**config.mk**
```make
export PLATFORM = sky130hd
export DESIGN_NAME = mfc_conv
export DESIGN_NICKNAME = d
export VERILOG_FILES = /design/src/mfc_pkg.sv /design/src/mfc_conv.sv /design/src/mfc_mem.sv
export SDC_FILE = /design/constraint.sdc
export NUM_CORES = 1
export LEC_CHECK = 0
export BUFFER_PORTS_ARGS = -buffer_cell sky130_fd_sc_hd__buf_2
export CAP_MARGIN = 10
export CORE_MARGIN = 8
export CORE_UTILIZATION = 35
export CTS_CLUSTER_DIAMETER = 100
export DETAILED_ROUTE_END_ITERATION = 8
export SYNTH_ARGS = -nofsm -noshare
export SYNTH_HDL_FRONTEND = slang
export SYNTH_SLANG_ARGS = --single-unit
```
**constraint.sdc**
```tcl
create_clock -name CLK -period 3.8 [get_ports CLK]
set_clock_uncertainty 0.2 [all_clocks]
set_input_delay 0.38 -clock CLK [delete_from_list [all_inputs] [get_ports CLK]]
set_output_delay 0.38 -clock CLK [all_outputs]
set_load 0.1 [all_outputs]
```
**src/mfc_pkg.sv**
```systemverilog
// shared constants and types of the modbus function converter
`default_nettype none
package mfc_pkg;
	// function codes handled on the main port
	localparam logic [7:0] FN_RD_STATUS = 8'h02; // read input status
	localparam logic [7:0] FN_RD_INREG  = 8'h04; // read input register
	localparam logic [7:0] FN_WR_COIL   = 8'h05; // force single coil
	localparam logic [7:0] FN_WR_HREG   = 8'h06; // preset single register
	localparam logic [7:0] FN_EXC_FLAG  = 8'h80; // added on exception
	// exception codes
	localparam logic [7:0] EXC_NONE     = 8'h00; // no exception
	localparam logic [7:0] EXC_FUNC     = 8'h01; // illegal function
	localparam logic [7:0] EXC_ADDR     = 8'h02; // illegal data address
	localparam logic [7:0] EXC_VALUE    = 8'h03; // illegal data value
	localparam logic [7:0] EXC_FAIL     = 8'h04; // slave device failure
	localparam logic [7:0] EXC_NAK      = 8'h07; // negative acknowledge
	// slave addresses
	localparam logic [7:0] ADDR_BCAST   = 8'h00; // broadcast
	localparam logic [7:0] ADDR_MAX     = 8'hF7; // highest unit address
	// field values
	localparam logic [15:0] COIL_ON     = 16'hFF00; // coil on constant
	localparam logic [15:0] COIL_OFF    = 16'h0000; // coil off constant
	localparam logic [7:0]  BYTE_COUNT1 = 8'h01; // byte count of reg read
	localparam logic [15:0] QTY_ONE     = 16'h0001; // one register
	localparam logic [15:0] QTY_MAX_BIT = 16'h0010; // status bits per answer
	// zero-based offsets of the thermocouple unit map
	localparam logic [15:0] TC_STAT_LO  = 16'h00C7; // status coil 0200
	localparam logic [15:0] TC_STAT_HI  = 16'h00CB; // status coil 0204
	localparam logic [15:0] TC_COIL_RLY = 16'h00C7; // relay coil 0200
	localparam logic [15:0] TC_IREG_LO  = 16'h00C7; // input register 0200
	localparam logic [15:0] TC_IREG_HI  = 16'h00CB; // input register 0204
	localparam logic [15:0] TC_HREG_SP  = 16'h00C8; // holding register 0201
	// setpoint range in degrees c
	localparam logic signed [15:0] TC_SP_MIN = -16'sd210; // lowest setpoint
	localparam logic signed [15:0] TC_SP_MAX = 16'sd1820; // highest setpoint
	// fieldbus command identifiers
	localparam logic [7:0] CMD_RD_SETPT = 8'h53; // read setpoint
	localparam logic [7:0] CMD_RD_HIGH  = 8'h55; // read high threshold
	localparam logic [7:0] CMD_RD_LOW   = 8'h44; // read low threshold
	localparam logic [7:0] CMD_RD_TEMP  = 8'h54; // read sensor temperature
	localparam logic [7:0] CMD_RD_COLD  = 8'h4A; // read cold junction
	localparam logic [7:0] CMD_RD_STAT  = 8'h3F; // read status word
	localparam logic [7:0] CMD_RELAY    = 8'h52; // relay on or off
	localparam logic [7:0] CMD_WR_SETPT = 8'h57; // write setpoint
	// checksum
	localparam logic [15:0] CRC_INIT    = 16'hFFFF; // crc start value
	localparam logic [15:0] CRC_POLY    = 16'hA001; // reflected polynomial
	// frame lengths with checksum
	localparam logic [3:0] LEN_RTU      = 4'h8; // body plus two crc bytes
	localparam logic [3:0] LEN_ASCII    = 4'h7; // body plus one lrc byte
	// fieldbus answer timeout
	localparam int FB_TIMEOUT_US = 10000; // microseconds
	localparam int CLK_MHZ       = 125; // clock rate
	localparam int FB_TIMEOUT_CYC = FB_TIMEOUT_US * CLK_MHZ; // cycles
	// sequencer states, gray along the path
	typedef enum logic [2:0] {
		ST_IDLE  = 3'b000,
		ST_CHECK = 3'b001,
		ST_ISSUE = 3'b011,
		ST_WAIT  = 3'b010,
		ST_BUILD = 3'b110,
		ST_FETCH = 3'b111,
		ST_SEND  = 3'b101,
		ST_CKSUM = 3'b100
	} mfc_state_e;
endpackage : mfc_pkg
`default_nettype wire

```
**src/mfc_conv.sv**
```systemverilog
// modbus query handler that converts to fieldbus commands
`default_nettype none
module mfc_conv #(
	parameter int TIMEOUT_CYC = mfc_pkg::FB_TIMEOUT_CYC // answer timeout
) (
	input  wire logic        CLK,          // clock, 125 mhz
	input  wire logic        RST,          // synchronous reset, high
	input  wire logic        ASCII_MODE,   // 1 lrc framing, 0 crc framing
	input  wire logic        RX_VALID,     // query byte valid
	output logic             RX_READY,     // query byte accepted
	input  wire logic [7:0]  RX_DATA,      // query byte
	input  wire logic        RX_LAST,      // last byte of frame
	output logic             TX_VALID,     // answer byte valid
	input  wire logic        TX_READY,     // answer byte taken
	output logic      [7:0]  TX_DATA,      // answer byte
	output logic             TX_LAST,      // last answer byte
	output logic             FB_CMD_VALID, // fieldbus command valid
	input  wire logic        FB_CMD_READY, // fieldbus command taken
	output logic      [7:0]  FB_UNIT,      // remote unit address
	output logic      [7:0]  FB_CMD,       // fieldbus command id
	output logic      [15:0] FB_ARG,       // command argument
	output logic             FB_BCAST,     // broadcast, no answer follows
	input  wire logic        FB_ANS_VALID, // fieldbus answer valid
	input  wire logic [15:0] FB_ANS_DATA,  // answer value
	input  wire logic        FB_ANS_FAIL,  // unit reported failure
	input  wire logic        FB_ANS_NAK,   // unit refused the function
	output logic             FRAME_DROP    // pulse, frame discarded
);
	mfc_pkg::mfc_state_e state;      // sequencer state
	logic [7:0]  q [0:5];            // query body bytes
	logic [3:0]  rx_cnt;             // received byte count, saturating
	logic [15:0] rx_crc;             // running crc of the query
	logic [7:0]  rx_lrc;             // running byte sum of the query
	logic [15:0] next_rx_crc;        // crc including current byte
	logic [7:0]  next_rx_lrc;        // sum including current byte
	logic [3:0]  next_rx_cnt;        // count including current byte
	logic        frame_ok;           // checksum and length good
	logic [7:0]  exc;                // exception code of this query
	logic [7:0]  chk_exc;            // exception from decode
	logic [7:0]  chk_cmd;            // command from decode
	logic [15:0] chk_arg;            // argument from decode
	logic [15:0] ans;                // captured answer value
	logic [31:0] tmo;                // timeout counter
	logic [2:0]  bptr;               // build pointer
	logic [2:0]  tptr;               // transmit pointer
	logic [2:0]  rsp_len;            // answer body length
	logic [7:0]  rsp_byte;           // answer byte being built
	logic [15:0] tx_crc;             // running crc of the answer
	logic [7:0]  tx_lrc;             // running byte sum of the answer
	logic        ck_idx;             // which checksum byte is sent
	logic [7:0]  mem_rd;             // answer byte from the store
	logic        bcast;              // query was broadcast
	logic [15:0] offs;               // zero-based data offset
	logic [15:0] dval;               // count or data field
	logic [15:0] coil_bits;          // packed status coils
	logic        tx_hs;              // answer byte handshake

	// one crc step, used for query and answer alike
	function automatic logic [15:0] crc_step(input logic [15:0] c,
		input logic [7:0] b);
		logic [15:0] r;
		r = c ^ {8'h00, b};
		for (int i = 0; i < 8; i++) begin
			r = r[0] ? ((r >> 1) ^ mfc_pkg::CRC_POLY) : (r >> 1);
		end
		return r;
	endfunction : crc_step

	// status coils of the remote thermocouple, lsb first from offs
	function automatic logic [15:0] pack_coils(input logic [15:0] st,
		input logic [15:0] qty, input logic [15:0] ans_w);
		logic [15:0] r;
		logic [15:0] c;
		r = 16'h0000;
		for (int i = 0; i < 16; i++) begin
			c = st + 16'(i);
			if (16'(i) < qty && c >= mfc_pkg::TC_STAT_LO &&
				c <= mfc_pkg::TC_STAT_HI) begin
				r[i] = ans_w[3'(c - mfc_pkg::TC_STAT_LO)];
			end
		end
		return r;
	endfunction : pack_coils

	assign offs  = {q[2], q[3]};
	assign dval  = {q[4], q[5]};
	assign bcast = (q[0] == mfc_pkg::ADDR_BCAST);

	// running checksum of the byte arriving now
	always_comb begin
		next_rx_crc = crc_step(rx_crc, RX_DATA);
		next_rx_lrc = rx_lrc + RX_DATA;
		next_rx_cnt = (rx_cnt == 4'hF) ? rx_cnt : rx_cnt + 4'h1;
		frame_ok = ASCII_MODE ?
			(next_rx_lrc == 8'h00 && next_rx_cnt == mfc_pkg::LEN_ASCII) :
			(next_rx_crc == 16'h0000 && next_rx_cnt == mfc_pkg::LEN_RTU);
	end

	// decode the query against the conversion table
	always_comb begin
		chk_exc = mfc_pkg::EXC_NONE;
		chk_cmd = 8'h00;
		chk_arg = 16'h0000;
		unique case (q[1])
			mfc_pkg::FN_RD_STATUS: begin
				chk_cmd = mfc_pkg::CMD_RD_STAT;
				if (dval == 16'h0000 || dval > mfc_pkg::QTY_MAX_BIT) begin
					chk_exc = mfc_pkg::EXC_VALUE;
				end else if (offs > mfc_pkg::TC_STAT_HI ||
					offs + dval - 16'h0001 < mfc_pkg::TC_STAT_LO) begin
					chk_exc = mfc_pkg::EXC_ADDR;
				end
			end
			mfc_pkg::FN_RD_INREG: begin
				if (offs < mfc_pkg::TC_IREG_LO || offs > mfc_pkg::TC_IREG_HI)
				begin
					chk_exc = mfc_pkg::EXC_ADDR;
				end else if (dval != mfc_pkg::QTY_ONE) begin
					chk_exc = mfc_pkg::EXC_VALUE;
				end
				unique case (offs[2:0])
					3'd7:    chk_cmd = mfc_pkg::CMD_RD_SETPT;
					3'd0:    chk_cmd = mfc_pkg::CMD_RD_HIGH;
					3'd1:    chk_cmd = mfc_pkg::CMD_RD_LOW;
					3'd2:    chk_cmd = mfc_pkg::CMD_RD_TEMP;
					default: chk_cmd = mfc_pkg::CMD_RD_COLD;
				endcase
			end
			mfc_pkg::FN_WR_COIL: begin
				chk_cmd = mfc_pkg::CMD_RELAY;
				chk_arg = {15'h0000, dval == mfc_pkg::COIL_ON};
				if (offs != mfc_pkg::TC_COIL_RLY) begin
					chk_exc = mfc_pkg::EXC_ADDR;
				end else if (dval != mfc_pkg::COIL_ON &&
					dval != mfc_pkg::COIL_OFF) begin
					chk_exc = mfc_pkg::EXC_VALUE;
				end
			end
			mfc_pkg::FN_WR_HREG: begin
				chk_cmd = mfc_pkg::CMD_WR_SETPT;
				chk_arg = dval;
				if (offs != mfc_pkg::TC_HREG_SP) begin
					chk_exc = mfc_pkg::EXC_ADDR;
				end else if ($signed(dval) < mfc_pkg::TC_SP_MIN ||
					$signed(dval) > mfc_pkg::TC_SP_MAX) begin
					chk_exc = mfc_pkg::EXC_VALUE;
				end
			end
			default: chk_exc = mfc_pkg::EXC_FUNC;
		endcase
	end

	// sequencer
	always_ff @(posedge CLK) begin
		if (RST) begin
			state <= mfc_pkg::ST_IDLE;
		end else begin
			unique case (state)
				mfc_pkg::ST_IDLE: begin
					// bad checksum, length or address: drop silently
					if (RX_VALID && RX_LAST && frame_ok &&
						q[0] <= mfc_pkg::ADDR_MAX) begin
						state <= mfc_pkg::ST_CHECK;
					end
				end
				mfc_pkg::ST_CHECK: begin
					// broadcast never gets an answer, so errors die here
					if (bcast && (chk_exc != mfc_pkg::EXC_NONE ||
						q[1] == mfc_pkg::FN_RD_STATUS ||
						q[1] == mfc_pkg::FN_RD_INREG)) begin
						state <= mfc_pkg::ST_IDLE;
					end else if (chk_exc != mfc_pkg::EXC_NONE) begin
						state <= mfc_pkg::ST_BUILD;
					end else begin
						state <= mfc_pkg::ST_ISSUE;
					end
				end
				mfc_pkg::ST_ISSUE: begin
					if (FB_CMD_READY) begin
						state <= bcast ? mfc_pkg::ST_IDLE :
							mfc_pkg::ST_WAIT;
					end
				end
				mfc_pkg::ST_WAIT: begin
					if (FB_ANS_VALID || tmo == 32'(TIMEOUT_CYC - 1)) begin
						state <= mfc_pkg::ST_BUILD;
					end
				end
				mfc_pkg::ST_BUILD: begin
					if (bptr == rsp_len - 3'd1) begin
						state <= mfc_pkg::ST_FETCH;
					end
				end
				mfc_pkg::ST_FETCH: state <= mfc_pkg::ST_SEND;
				mfc_pkg::ST_SEND: begin
					if (TX_READY) begin
						state <= (tptr == rsp_len - 3'd1) ?
							mfc_pkg::ST_CKSUM : mfc_pkg::ST_FETCH;
					end
				end
				mfc_pkg::ST_CKSUM: begin
					if (TX_READY && TX_LAST) begin
						state <= mfc_pkg::ST_IDLE;
					end
				end
			endcase
		end
	end

	// query capture and checksum over received bytes
	always_ff @(posedge CLK) begin
		if (RST) begin
			rx_cnt <= 4'h0;
			rx_crc <= mfc_pkg::CRC_INIT;
			rx_lrc <= 8'h00;
			for (int i = 0; i < 6; i++) begin
				q[i] <= 8'h00;
			end
		end else if (state == mfc_pkg::ST_IDLE && RX_VALID) begin
			if (rx_cnt < 4'h6) begin
				q[rx_cnt[2:0]] <= RX_DATA;
			end
			// restart counting at every frame end
			rx_cnt <= RX_LAST ? 4'h0 : next_rx_cnt;
			rx_crc <= RX_LAST ? mfc_pkg::CRC_INIT : next_rx_crc;
			rx_lrc <= RX_LAST ? 8'h00 : next_rx_lrc;
		end
	end

	// drop pulse for frames that fail checksum, length or address
	always_ff @(posedge CLK) begin
		if (RST) begin
			FRAME_DROP <= 1'b0;
		end else begin
			FRAME_DROP <= state == mfc_pkg::ST_IDLE && RX_VALID &&
				RX_LAST && !(frame_ok && q[0] <= mfc_pkg::ADDR_MAX);
		end
	end

	// fieldbus command registers, held until taken
	always_ff @(posedge CLK) begin
		if (RST) begin
			FB_UNIT  <= 8'h00;
			FB_CMD   <= 8'h00;
			FB_ARG   <= 16'h0000;
			FB_BCAST <= 1'b0;
		end else if (state == mfc_pkg::ST_CHECK) begin
			FB_UNIT  <= q[0];
			FB_CMD   <= chk_cmd;
			FB_ARG   <= chk_arg;
			FB_BCAST <= bcast;
		end
	end

	// exception code and answer value
	always_ff @(posedge CLK) begin
		if (RST) begin
			exc <= mfc_pkg::EXC_NONE;
			ans <= 16'h0000;
		end else if (state == mfc_pkg::ST_CHECK) begin
			exc <= chk_exc;
		end else if (state == mfc_pkg::ST_WAIT) begin
			if (FB_ANS_VALID) begin
				ans <= FB_ANS_DATA;
				if (FB_ANS_NAK) begin
					exc <= mfc_pkg::EXC_NAK;
				end else if (FB_ANS_FAIL) begin
					exc <= mfc_pkg::EXC_FAIL;
				end
			end else if (tmo == 32'(TIMEOUT_CYC - 1)) begin
				exc <= mfc_pkg::EXC_FAIL;
			end
		end
	end

	// answer timeout; a silent unit counts as a device failure
	always_ff @(posedge CLK) begin
		if (RST || state != mfc_pkg::ST_WAIT) begin
			tmo <= 32'h0000_0000;
		end else begin
			tmo <= tmo + 32'h0000_0001;
		end
	end

	assign coil_bits = pack_coils(offs, dval, ans);

	// answer length by kind
	always_comb begin
		if (exc != mfc_pkg::EXC_NONE) begin
			rsp_len = 3'd3;
		end else if (q[1] == mfc_pkg::FN_RD_INREG) begin
			rsp_len = 3'd5;
		end else if (q[1] == mfc_pkg::FN_RD_STATUS) begin
			rsp_len = (dval > 16'h0008) ? 3'd5 : 3'd4;
		end else begin
			rsp_len = 3'd6;
		end
	end

	// answer byte at the build pointer
	always_comb begin
		rsp_byte = q[bptr];
		unique case (bptr)
			3'd0: rsp_byte = q[0];
			3'd1: rsp_byte = (exc != mfc_pkg::EXC_NONE) ?
				(q[1] + mfc_pkg::FN_EXC_FLAG) : q[1];
			3'd2: begin
				if (exc != mfc_pkg::EXC_NONE) begin
					rsp_byte = exc;
				end else if (q[1] == mfc_pkg::FN_RD_INREG) begin
					rsp_byte = mfc_pkg::BYTE_COUNT1;
				end else if (q[1] == mfc_pkg::FN_RD_STATUS) begin
					rsp_byte = {5'h00, rsp_len - 3'd3};
				end
			end
			3'd3: begin
				if (q[1] == mfc_pkg::FN_RD_INREG) begin
					rsp_byte = ans[15:8];
				end else if (q[1] == mfc_pkg::FN_RD_STATUS) begin
					rsp_byte = coil_bits[7:0];
				end
			end
			3'd4: begin
				if (q[1] == mfc_pkg::FN_RD_INREG) begin
					rsp_byte = ans[7:0];
				end else if (q[1] == mfc_pkg::FN_RD_STATUS) begin
					rsp_byte = coil_bits[15:8];
				end
			end
			default: rsp_byte = q[bptr];
		endcase
	end

	// build and transmit pointers
	always_ff @(posedge CLK) begin
		if (RST || state == mfc_pkg::ST_CHECK) begin
			bptr   <= 3'd0;
			tptr   <= 3'd0;
			ck_idx <= 1'b0;
		end else if (state == mfc_pkg::ST_BUILD) begin
			bptr <= bptr + 3'd1;
		end else if (state == mfc_pkg::ST_SEND && TX_READY) begin
			tptr <= tptr + 3'd1;
		end else if (state == mfc_pkg::ST_CKSUM && TX_READY) begin
			ck_idx <= 1'b1;
		end
	end

	// checksum of the answer as it leaves
	always_ff @(posedge CLK) begin
		if (RST || state == mfc_pkg::ST_CHECK) begin
			tx_crc <= mfc_pkg::CRC_INIT;
			tx_lrc <= 8'h00;
		end else if (state == mfc_pkg::ST_SEND && TX_READY) begin
			tx_crc <= crc_step(tx_crc, mem_rd);
			tx_lrc <= tx_lrc + mem_rd;
		end
	end

	// answer store; a register file would waste muxes on six bytes
	mfc_mem #(
		.W     (8),
		.DEPTH (8)
	) u_mem (
		.CLK     (CLK),
		.WR_EN   (state == mfc_pkg::ST_BUILD),
		.WR_ADDR (bptr),
		.WR_DATA (rsp_byte),
		.RD_ADDR (tptr),
		.RD_DATA (mem_rd)
	);

	assign tx_hs = TX_VALID && TX_READY;

	// port handshakes and the outgoing byte
	always_comb begin
		RX_READY     = (state == mfc_pkg::ST_IDLE);
		FB_CMD_VALID = (state == mfc_pkg::ST_ISSUE);
		TX_VALID     = (state == mfc_pkg::ST_SEND) ||
			(state == mfc_pkg::ST_CKSUM);
		TX_LAST      = (state == mfc_pkg::ST_CKSUM) && (ASCII_MODE || ck_idx);
		if (state == mfc_pkg::ST_CKSUM) begin
			// lrc is the negated sum, crc goes low byte first
			TX_DATA = ASCII_MODE ? (8'h00 - tx_lrc) :
				(ck_idx ? tx_crc[15:8] : tx_crc[7:0]);
		end else if (state == mfc_pkg::ST_SEND) begin
			TX_DATA = mem_rd;
		end else begin
			TX_DATA = 8'h00;
		end
	end
endmodule : mfc_conv
`default_nettype wire

```
**src/mfc_mem.sv**
```systemverilog
// small response byte store with registered read data
`default_nettype none
module mfc_mem #(
	parameter int W     = 8, // word width
	parameter int DEPTH = 8  // number of words
) (
	input  wire logic                     CLK,     // clock
	input  wire logic                     WR_EN,   // write strobe
	input  wire logic [$clog2(DEPTH)-1:0] WR_ADDR, // write address
	input  wire logic [W-1:0]             WR_DATA, // write data
	input  wire logic [$clog2(DEPTH)-1:0] RD_ADDR, // read address
	output logic      [W-1:0]             RD_DATA  // read data, registered
);
	logic [W-1:0] store [0:DEPTH-1]; // storage words

	// write port
	always_ff @(posedge CLK) begin
		if (WR_EN) begin
			store[WR_ADDR] <= WR_DATA;
		end
	end

	// read port, one cycle latency
	always_ff @(posedge CLK) begin
		RD_DATA <= store[RD_ADDR];
	end
endmodule : mfc_mem
`default_nettype wire

```
==> reports/metrics.yaml <==
outcome:
  status: "finished clean"
setup_path:
  crit_arrival_ns: 3.91
  critPathMaxFanout: 10
  reg2reg_to: "u_mem.store[0][1]"
  worstPathRequired_ns: 4.01
  r2r-start: "q[3][1]"
  critPathLaunchType: "flop"
  endpoint_kind: "flop"
  max_stage_delay_ns: 0.59
  crit_chain: "inv_1, buf_4, ha_2, mux2_2, nor2_1, a21oi_1, mux2_2, nand3_1, or4_1, or4_1, a22oi_2, buf_4"
  crit_slowest_cell: "or4_1"
  r2r_slack_ns: 0.10
  ff2ff_path_depth: 12
  critical_path_class: "reg -> reg"
timing:
  setup_viol: 0
  slew_headroom: 0.3127
  period_share: 0.9731
  fmax_mhz: 270.4
  slew_viol_final: 0
  hold_violations: 0
  max_slew.worst_pin.slew_ns: 1.028
  period_needed_ns: 3.698
  whs_ns: 0.02637
final_layout:
  area_growth_pct: 18.11
  regArea_um2: 6987
  layout_commonest_cell: "nand2_1"
  layout_common_cells: "236 x nand2_1, 201 x nor2_1, 172 x buf_4"
  drive_above_1_share: 0.1759
  final_cells: 2991
  multi_input_area_um2: 10760
  finalNetCount: 2392
  fillers: 5129
  n_antenna_cell: 0
grt:
  grt-busiest-layer: "met2"
  grt_util_met2: 0.3408
  track_usage: 0.2214
  grt_first_pass_wirelength_um: 104100
  grt_max_degree: 42
  grt_pass1_vias: 16567
  grtUsageMet1: 0.3060
  grt_use_met3: 0.04322
  grt_overflow_total: 0
  antenna_found_initial: 0
die:
  ioPinCount: 80
  initial_core_util: 0.3527
  rows: 84
  die_area_um2: 60360
  core_um2: 52340
  die_h_um: 245.7
  die_w_um: 245.7
routing:
  wl_per_cell_um: 23.30
  routed_wl_um: 69680
  drc: 0
  drt-initial-drc-count: 1817
  num_vias: 17406
  final_antenna_net_count: 0
  via_per_inst: 5.819
  dr.pass1.iters: 7
cts:
  htreeDepth: 1
  numCtsBuffers: 28
  clkTransAtPathRegs_ns: 0.07
  cts.sinks: 285
  cts_buffer_depth: 3
  clock_latency_ns: 0.55
  cts_tree: "done"
  clock-root-buffer: "clkbuf_16"
worst_hold_path:
  whs_path_depth: 2
  hold_class: "in -> reg"
  min_to: "rx_cnt[0]"
  hp-start: "RST"
yosys:
  netlist_area_um2: 18460
  yosys.cell_types.count: 91
  synth_flop_cell: "dfxtp_1"
  synth-edff-count: 128
  ys_ff_latch: 285
  seq_area_frac_synth: 0.3784
  syn_avg_cell_area_um2: 8.800
  ys.warnings.count: 0
  syn_inst: 2098
  synth-async-reset-ratio: 0
pwr:
  switching_power_mw: 1.890
  intPower_mw: 5.180
  pwr-share-clk: 0.383
  pwr-share-comb: 0.150
  power.density_nw_per_um2: 324.2
  switching_share: 0.2673
  seq_power_share: 0.467
  ir_worst_vdd_mv: 0.3690
  cellLeakagePower_nw: 8.153
  total_power_mw: 7.070
place:
  gp_congestion: 1.004
  place_inst: 2920
  hpwl_um: 52840
  port-buffer-count: 78
flow_run:
  max_cap_viol_count: 0
[per-stage QoR]
stage	setup slack, ns	utilization	cell area (um2)	setup TNS, ns
6_report	0.1024	0.4166	21810	0
5_1_grt	-0.02230	0.4166	21810	-0.02503
4_1_cts	0.004376	0.4144	21690	0
3_5_place_dp	-0.01197	0.3940	20620	-0.01197
3_3_place_gp	0.007133	0.3940	20620	0
2_1_floorplan	0.05187	-	18530	0
[worst max-delay path by stage]
stage                        from           endpoint  slack (ns)  cells after the start
after detailed placement  q[3][2]             exc[1]       -0.01                     13
final                     q[3][1]  u_mem.store[0][1]        0.10                     12
after global placement    q[3][2]           state[0]       0.007                     13
after CTS                 q[3][1]  u_mem.store[0][1]       0.004                     12
after floorplan           q[3][2]           state[0]        0.05                     14
after global routing      q[5][4]             exc[1]       -0.02                     13
[final cells by class]
| cell class | count | share of cell area |
|---|---|---|
| Clock inverter | 13 | 0.004246 |
| Clock buffer | 39 | 0.03638 |
| Tap cell | 688 | 0.03947 |
| Inverter | 95 | 0.01635 |
| Sequential cell | 285 | 0.3204 |
| Multi-Input combinational cell | 1598 | 0.4932 |
| Timing Repair Buffer | 273 | 0.08996 |
[Yosys cell counts (all sizes together), types with 8 or more instances]
master	number	area, um2
a21o	8	60.06
a22oi	13	97.59
buf	38	183.9
mux2	17	191.4
or4	13	108.9
or3	21	131.4
nand3	57	285.3
nor3	77	406.7
a211oi	28	220.2
a31oi	26	162.7
a21oi	158	794.5
o22ai	14	87.58
nand2b	14	87.58
mux2i	30	300.3
edfxtp	128	3844
o211ai	19	142.6
o21ai	100	500.5
dfxtp	157	3143
a2111oi	12	142.6
nor2	202	758.2
a22o	18	157.7
and2	13	81.33
nor4	29	251.5
xor2	41	359.1
xnor2	101	884.6
ha	74	925.9
and3	37	231.5
a221oi	8	70.07
mux4	34	765.7
inv	94	352.8
clkbuf	98	367.9
nand4	31	224.0
o31ai	11	87.58
nor2b	26	162.7
nand2	237	892.1
[repair_timing]
item	4_1_cts	5_1_grt
gates resized for setup	1	25
hold endpoints to repair	18	0
hold buffers	18	0
buffers inserted	0	1
pin swaps	0	4
setup endpoints to repair	2	43
gates cloned	0	0
[critical path: cells and delay by family (launching register included)]
| kind | cells | cell delay, ns |
|---|---|---|
| flip-flops | 1 | 0.39 |
| multiplexers | 2 | 0.49 |
| buffers and inverters | 3 | 0.47 |
| AO/OA/AOI/OAI | 2 | 0.37 |
| adder cells (fa/ha/maj) | 1 | 0.38 |
| AND/OR/NAND/NOR | 4 | 1.25 |
[per-layer routing]
metal  routed length [um]  part of all wire  up-vias
met5                    0                 0        -
met4                 2699             0.039        0
met3                 5789             0.083      159
met2                30870              0.44      809
met1                30320              0.44     8451
li1                     -                 -     7987
[cell families (layout without fill, tap and decap cells)]
| family | after synthesis | in the layout | share of synthesized area |
|---|---|---|---|
| other cells | 1 | 17 | 0.0002031 |
| buf+inv | 231 | 420 | 0.04920 |
| flops | 285 | 285 | 0.3784 |
| fa+ha+maj | 77 | 77 | 0.05340 |
| simple gates | 797 | 797 | 0.2139 |
| compound gates | 484 | 484 | 0.1694 |
| mux | 81 | 81 | 0.06811 |
| xor+xnor | 142 | 142 | 0.06736 |
[flip-flops by register name, indices dropped and copies added, names as in the netlist, 16 cells and up, named ones only]
name	count
u_mem.store	64
ans	16
FB_ARG	16
tx_crc	16
tmo	32
rx_crc	16
q	64
[power groups by stage]
stage | logic (mW) | clock network, mW | registers [mW]
floorplan | 0.636 | 0 | 3.36
global placement | 0.990 | 0 | 3.37
detailed placement | 0.992 | 0 | 3.37
CTS | 1.01 | 2.76 | 3.30
global route | 1.14 | 2.88 | 3.30
finish | 1.06 | 2.70 | 3.30
Power figures use the tool's default switching activity.
